--- src/design/btz_pkg.sv ---
/*
 * package for the bit-test skip-when-zero execution block: opcode layout,
 * field positions, phase codes and the access-bank base.
 * assumes a core clock with a four-phase instruction cycle from a divider.
 */
package btz_pkg;
   // ****************************************
   // instruction word layout
   // ****************************************
   localparam logic [3:0] OPC_BIT_TEST_SKIP_WHEN_ZERO = 4'hb;
   localparam int         OPC_MSB    = 15;
   localparam int         OPC_LSB    = 12;
   localparam int         BIT_MSB    = 11;
   localparam int         BIT_LSB    = 9;
   localparam int         ACC_POS    = 8;
   localparam int         ADDR_MSB   = 7;
   localparam int         ADDR_LSB   = 0;
   // access selector value that picks the fixed access bank
   localparam logic       ACC_FIXED  = 1'h0;
   // fixed access bank number, lower half of the access window
   localparam logic [3:0] ACCESS_BANK = 4'h0;
   // ****************************************
   // phases within one instruction cycle
   // ****************************************
   localparam int         PHASES     = 4;
   localparam logic [1:0] PH_DECODE  = 2'h0;
   localparam logic [1:0] PH_READ    = 2'h1;
   localparam logic [1:0] PH_EVAL    = 2'h2;
   localparam logic [1:0] PH_WRITE   = 2'h3;
   // reset values
   localparam logic [1:0] PHASE_RST  = 2'h0;
endpackage

--- src/design/btz_if.sv ---
/*
 * interface carrying phase timing from the phase divider to the executor.
 * assumes both ends run on the same core clock.
 */
`timescale 1ns/1ps
`default_nettype none
interface btz_phase_if;
   logic [1:0] phase;      // current phase number
   logic       cycle_end;  // pulse in the last phase of a cycle
   modport src (output phase, output cycle_end);
   modport dst (input phase, input cycle_end);
endinterface
`default_nettype wire

--- src/design/btz_phase_div.sv ---
/*
 * phase divider: splits the core clock into four-phase instruction cycles.
 * assumes synchronous active-low reset on the same clock.
 */
`timescale 1ns/1ps
`default_nettype none
module btz_phase_div (
   // clock and reset
   input  wire logic     clk,
   input  wire logic     reset_n,
   // phase outputs
   btz_phase_if.src      ph
);
   typedef struct packed {
      logic [1:0] phase;
      logic       cycle_end;
   } btz_div_t;

   btz_div_t st_r;
   btz_div_t st_nxt;

   // ****************************************
   // phase counter
   // ****************************************
   always_comb begin
      st_nxt           = st_r;
      st_nxt.phase     = st_r.phase + 2'h1;
      st_nxt.cycle_end = (st_nxt.phase == btz_pkg::PH_WRITE);
   end

   // register the state
   always_ff @(posedge clk) begin
      if (!reset_n) begin
         st_r.phase     <= btz_pkg::PHASE_RST;
         st_r.cycle_end <= 1'b0;
      end else begin
         st_r <= st_nxt;
      end
   end

   assign ph.phase     = st_r.phase;
   assign ph.cycle_end = st_r.cycle_end;
endmodule
`default_nettype wire

--- src/design/btz_exec.sv ---
/*
 * execution block for the bit-test skip-when-zero instruction of an
 * 8-bit core: decode, banked operand read, bit test and skip control.
 * assumes the fetch pipeline presents the next instruction word on
 * INSTR_WORD at decode and reports whether the following fetched
 * instruction is two words long; data memory answers a read within the
 * phase in which the address is presented.
 * words offered while a test or its inserted cycles run are ignored
 * without any sign, so the fetch side must hold off until idle.
 * the status flags and data memory are never written.
 */
// Operation
// - a zero at the tested bit skips the next instruction, a one continues normally.
// - on a skip the fetched instruction is dropped and a no_operation cycle runs, two cycles in all.
// - when the skipped instruction has two words, two no_operation cycles follow, three cycles in all.
// - with the access bit at zero the fixed access bank is used and the bank_select_register ignored.
// - with the access bit at one, the default, the bank_select_register supplies the bank.
`timescale 1ns/1ps
`default_nettype none
module btz_exec (
   // clock and reset
   input  wire logic        CORE_CLK,
   input  wire logic        RESET_N,
   // instruction from the fetch pipeline
   input  wire logic [15:0] INSTR_WORD,
   input  wire logic        INSTR_VALID,
   input  wire logic        NEXT_TWO_WORD,
   // banking and data memory
   input  wire logic [3:0]  BANK_SELECT_REGISTER,
   input  wire logic [7:0]  MEM_RDATA,
   output logic     [11:0]  MEM_ADDR,
   output logic             MEM_RD,
   output logic             MEM_WR,
   // execution status
   output logic     [1:0]   PHASE,
   output logic             ACTIVE,
   output logic             NO_OPERATION,
   output logic             SKIP_TAKEN,
   output logic             FLAGS_WE
);
   // test cycle, then up to two inserted no_operation cycles
   typedef enum {S_IDLE, S_TEST, S_NOP1, S_NOP2} btz_state_t;

   // whole state of the executor in one register, except the phase counter kept in u_div
   typedef struct packed {
      btz_state_t  state;
      logic [2:0]  bit_idx;
      logic        two_word;
      logic [11:0] mem_addr;
      logic        mem_rd;
      logic        no_op;
      logic        skip;
      logic        active;
      logic [1:0]  phase;
   } btz_st_t;

   // state register, its next value and the phase carrier
   btz_st_t st_r;
   btz_st_t st_nxt;
   btz_phase_if ph ();

   // fields of the offered word
   logic [3:0] opc_field;
   logic [2:0] bit_field;
   logic       acc_field;
   logic [7:0] addr_field;
   // operand byte and per-lane bit test
   logic [7:0] rdata_byte;
   logic [7:0] bit_onehot;
   logic [7:0] bit_hits;
   logic       bit_is_zero;
   logic       is_match;

   // ****************************************
   // phase timing
   // ****************************************
   // four-phase cycle counted on the core clock
   btz_phase_div u_div (
      .clk     (CORE_CLK),
      .reset_n (RESET_N),
      .ph      (ph)
   );

   // ****************************************
   // field decode
   // ****************************************
   // word layout split
   assign opc_field  = INSTR_WORD[btz_pkg::OPC_MSB:btz_pkg::OPC_LSB];
   assign bit_field  = INSTR_WORD[btz_pkg::BIT_MSB:btz_pkg::BIT_LSB];
   assign acc_field  = INSTR_WORD[btz_pkg::ACC_POS];
   assign addr_field = INSTR_WORD[btz_pkg::ADDR_MSB:btz_pkg::ADDR_LSB];

   // opcode match
   // an unqualified word never starts a test, whatever it holds
   assign is_match = INSTR_VALID && (opc_field == btz_pkg::OPC_BIT_TEST_SKIP_WHEN_ZERO);

   // ****************************************
   // bit test
   // ****************************************
   // operand byte, only looked at in the read phase
   assign rdata_byte = MEM_RDATA;

   // one lane per bit
   // a lane hits when it is the selected bit and reads one
   generate
      for (genvar i = 0; i < 8; i++) begin : g_lane
         assign bit_onehot[i] = (st_r.bit_idx == 3'(i));
         assign bit_hits[i]   = bit_onehot[i] & rdata_byte[i];
      end
   endgenerate

   // selected bit is zero when no lane hits
   assign bit_is_zero = ~|bit_hits;

   // ****************************************
   // next-state logic
   // ****************************************
   always_comb begin
      // hold by default, copy the phase, drop the strobe
      st_nxt        = st_r;
      st_nxt.phase  = ph.phase;
      st_nxt.mem_rd = 1'b0;
      case (st_r.state)
         S_IDLE: begin
            // clear the last result before a new test
            st_nxt.no_op = 1'b0;
            st_nxt.skip  = 1'b0;
            if (ph.phase == btz_pkg::PH_DECODE && is_match) begin
               st_nxt.state    = S_TEST;
               st_nxt.active   = 1'b1;
               st_nxt.bit_idx  = bit_field;
               st_nxt.two_word = NEXT_TWO_WORD;
               if (acc_field == btz_pkg::ACC_FIXED) begin
                  st_nxt.mem_addr = {btz_pkg::ACCESS_BANK, addr_field};
               end else begin
                  st_nxt.mem_addr = {BANK_SELECT_REGISTER, addr_field};
               end
               st_nxt.mem_rd = 1'b1;
            end else begin
               st_nxt.active = 1'b0;
            end
         end
         S_TEST: begin
            if (ph.phase == btz_pkg::PH_READ) begin
               st_nxt.skip = bit_is_zero;
            end
            if (ph.cycle_end) begin
               if (st_r.skip) begin
                  st_nxt.state = S_NOP1;
                  st_nxt.no_op = 1'b1;
               end else begin
                  st_nxt.state  = S_IDLE;
                  st_nxt.active = 1'b0;
               end
            end
         end
         S_NOP1: begin
            // an inserted cycle runs all four phases
            if (ph.cycle_end) begin
               if (st_r.two_word) begin
                  st_nxt.state = S_NOP2;
               end else begin
                  st_nxt.state  = S_IDLE;
                  st_nxt.no_op  = 1'b0;
                  st_nxt.active = 1'b0;
               end
            end
         end
         S_NOP2: begin
            if (ph.cycle_end) begin
               st_nxt.state  = S_IDLE;
               st_nxt.no_op  = 1'b0;
               st_nxt.active = 1'b0;
            end
         end
         default: begin
            // unused state codes fall back to idle
            st_nxt.state = S_IDLE;
         end
      endcase
   end

   // ****************************************
   // state register
   // ****************************************
   // synchronous reset leaves the executor idle with strobes low
   always_ff @(posedge CORE_CLK) begin
      if (!RESET_N) begin
         // flags and address clear, phase copy at its reset value
         st_r       <= '0;
         st_r.state <= S_IDLE;
         st_r.phase <= btz_pkg::PHASE_RST;
      end else begin
         st_r <= st_nxt;
      end
   end

   // ****************************************
   // outputs
   // ****************************************
   // outputs straight from the state register, except MEM_WR and FLAGS_WE tied low
   assign MEM_ADDR     = st_r.mem_addr;
   assign MEM_RD       = st_r.mem_rd;
   assign MEM_WR       = 1'b0;  // block never writes memory
   assign PHASE        = st_r.phase;
   assign ACTIVE       = st_r.active;
   assign NO_OPERATION = st_r.no_op;
   assign SKIP_TAKEN   = st_r.skip;
   assign FLAGS_WE     = 1'b0;  // status flags untouched
endmodule
`default_nettype wire

--- config.mk ---
export PLATFORM = sky130hd
export DESIGN_NAME = btz_exec
export DESIGN_NICKNAME = d
export VERILOG_FILES = /design/src/design/btz_pkg.sv /design/src/design/btz_if.sv /design/src/design/btz_phase_div.sv /design/src/design/btz_exec.sv
export SDC_FILE = /design/constraint.sdc
export NUM_CORES = 1
export LEC_CHECK = 0
export ABC_AREA = 1
export BUFFER_PORTS_ARGS = -buffer_cell sky130_fd_sc_hd__buf_4
export CORE_MARGIN = 2
export CORE_UTILIZATION = 51
export DETAILED_ROUTE_END_ITERATION = 12
export PLACE_DENSITY_LB_ADDON = 0.15
export SYNTH_ARGS = -nofsm -noshare
export SYNTH_HDL_FRONTEND = slang
export SYNTH_HIERARCHICAL = 1
export SYNTH_SLANG_ARGS = --single-unit
--- constraint.sdc ---
create_clock -name CORE_CLK -period 2.6 [get_ports CORE_CLK]
set_clock_uncertainty 0.05 [all_clocks]
set_input_delay 0.52 -clock CORE_CLK [delete_from_list [all_inputs] [get_ports CORE_CLK]]
set_output_delay 0.52 -clock CORE_CLK [all_outputs]
set_load 0.01 [all_outputs]
==> results.cfg <==
[status]
status = finished clean

[drt]
route.final.wire_length_um = 2550
avgViaCountPerCell = 4.76
post_drt_wl_per_cell_um = 10.6
drt_iter0_markers = 18
dr.pass1.iters = 4
route.detailed.drc = 0
final_antenna_net_count = 0
vias = 1151

[job]
drv_cap = 0

[clock_network]
clockBufferDepth = 2
cts_tree = done
htree_levels = 1
cts_setup_buffers = 0
cts_sinks = 27
cts_root_buf = clkbuf_4
clk_pin_slew_ns = 0.14
clock_latency_ns = 0.33
cts_hold_buf = 0
cts_made_buffers = 3
ctsResizeCount = 0

[synth]
synth.distinct_cells = 22
yosysWarnings = 6
syn-instance-count = 179
synth-seq-cells = 27
synth_seq_area_share = 0.408
syn-cell-area_um2 = 1330
postSynthAreaPerCell_um2 = 7.40

[cells_and_area]
synthToLayoutAreaGrowth_pct = 21.5
final_nets = 251
final_cell_mix = 49 x buf_4, 46 x nand2_1, 27 x dfxtp_1
num_antenna_cells = 0
n_fill_cell = 228
final_common_cell = buf_4
drive_gt1_frac = 0.297

[sta]
hold_viol_final = 0
max_clock_freq_ghz = 0.535
fin_crit_ns = 1.87
min_period_over_period = 0.719
setup_viol = 0
drv_slew = 0
tns_ns = 0
fin_ws_ns = 0.730
grt_setup_unrepaired = no

[power_and_ir_drop]
ir_worst_vdd_v = 0.000349
power_density_nw_per_um2 = 423
leakage_nw = 0.770

[global_route]
grt_pass1_vias = 1037
grt_pass1_wl_um = 4120
antenna_found_initial = 0
grt-ovfl-total = 0
track_usage = 0.190
grt_max_degree = 22

[floorplanning]
die_h_um = 55.0
core_um2 = 2480
io_pins = 52
die_x_um = 55.0
initial_core_util = 0.535
die-area_um2 = 3020
rows = 18

[hold_path]
hold_path.class = primary input to flop
holdPathStages = 3
min-delay-start = INSTR_WORD[4]
holdPathEnd = MEM_ADDR[4]

[place]
place_ws_ns = 0.598
dp_hpwl_um = 1970
gp_congestion = 0.836
portBuffers = 49

[worst_setup_path]
rrSetupSlack_ns = 0.73
r2r-end = MEM_ADDR[10]
end_kind = flop
cp.required_ns = 2.81
ff2ff_path_depth = 6
critPathKind = flop to flop
crit_arrival_ns = 2.08
reg2reg_from = st_r[22]
cp_max_fo = 21
start_kind = flop
==> sequential cells by signal, indices dropped and copies added, names as in the netlist <==
signal              flops
st_r                    6
MEM_RD                  1
MEM_ADDR               12
NO_OPERATION            1
u_div/ph.cycle_end      1
SKIP_TAKEN              1
u_div/ph.phase          2
ACTIVE                  1
PHASE                   2
==> how the worst max path moves through the flow <==
| stage | start | slack [ns] | to |
|---|---|---|---|
| 6_report | st_r[22] | 0.73 | MEM_ADDR[10] |
| 5_1_grt | st_r[22] | 0.51 | MEM_ADDR[9] |
| 4_1_cts | st_r[22] | 0.71 | MEM_ADDR[10] |
| 3_5_place_dp | INSTR_WORD[14] | 0.60 | MEM_ADDR[10] |
| 3_3_place_gp | INSTR_WORD[14] | 0.71 | MEM_ADDR[11] |
| 2_1_floorplan | st_r[22] | 1.19 | NO_OPERATION |
==> cell type report <==
| class | instances | area [µm²] | area share |
|---|---|---|---|
| multi-input combinational | 112 | 562 | 0.349 |
| sequential | 27 | 541 | 0.336 |
| timing repair buffer | 49 | 368 | 0.228 |
| inverter | 20 | 75.1 | 0.0466 |
| tap | 30 | 37.5 | 0.0233 |
| clock buffer | 3 | 22.5 | 0.0140 |
| clock inverter | 1 | 5.00 | 0.00311 |
==> layer usage <==
| metal | global-route usage | share of wire | vias up |
|---|---|---|---|
| li1 | - | - | 610 |
| met1 | 0.226 | 0.44 | 497 |
| met2 | 0.325 | 0.46 | 39 |
| met3 | 0.0403 | 0.081 | 5 |
| met4 | 0.0894 | 0.018 | 0 |
| met5 | 0 | 0 | - |
==> through the flow <==
step / util / instance area, µm² / power [mW] / cells / hold WS [ns]
after global placement: 0.639 / 1580 / 0.510 / 238 / 0.397
after global routing: 0.650 / 1610 / 0.716 / 242 / 0.368
after CTS: 0.650 / 1610 / 0.687 / 242 / 0.375
after floorplan: - / 1330 / 0.472 / 180 / 0.386
final: 0.650 / 1610 / 0.681 / 242 / 0.379
after detailed placement: 0.639 / 1580 / 0.512 / 238 / 0.400
==> report_power, final <==
group	internal [mW]	switching (mW)	leakage, nW
Sequential	0.422	0.00599	0.219
Combinational	0.0435	0.0313	0.534
Clock	0.0578	0.121	0.0177
==> cells in the mapped netlist (all sizes together) <==
| library cell | count | area [µm²] |
|---|---|---|
| inv | 20 | 75.1 |
| dfxtp | 27 | 541 |
| nand2 | 48 | 185 |
| o21bai | 1 | 11.3 |
| a21boi | 1 | 7.51 |
| buf | 19 | 144 |
| clkbuf | 2 | 7.51 |
| conb | 1 | 3.75 |
| a21oi | 19 | 95.1 |
| o21ai | 8 | 40.0 |
| ha | 6 | 75.1 |
| nand3 | 16 | 85.1 |
| nand4 | 1 | 6.26 |
| nor3 | 1 | 5.00 |
| nor2 | 9 | 43.8 |
==> critical path, stage by stage (launching register included) <==
cell,delay (ns)
dfxtp_1,0.37
inv_1,0.11
ha_1,0.24
nand3_2,0.37
inv_2,0.32
nand2_1,0.15
o21ai_0,0.18
==> kinds of logic after synthesis <==
logic type      Yosys count  share of synthesized area
other cells               1                    0.00283
flops                    27                      0.408
buf+inv                  41                      0.171
simple gates             75                      0.246
compound gates           29                      0.116
fa+ha+maj                 6                     0.0567
No activity file was read; power rests on OpenSTA's default activity.
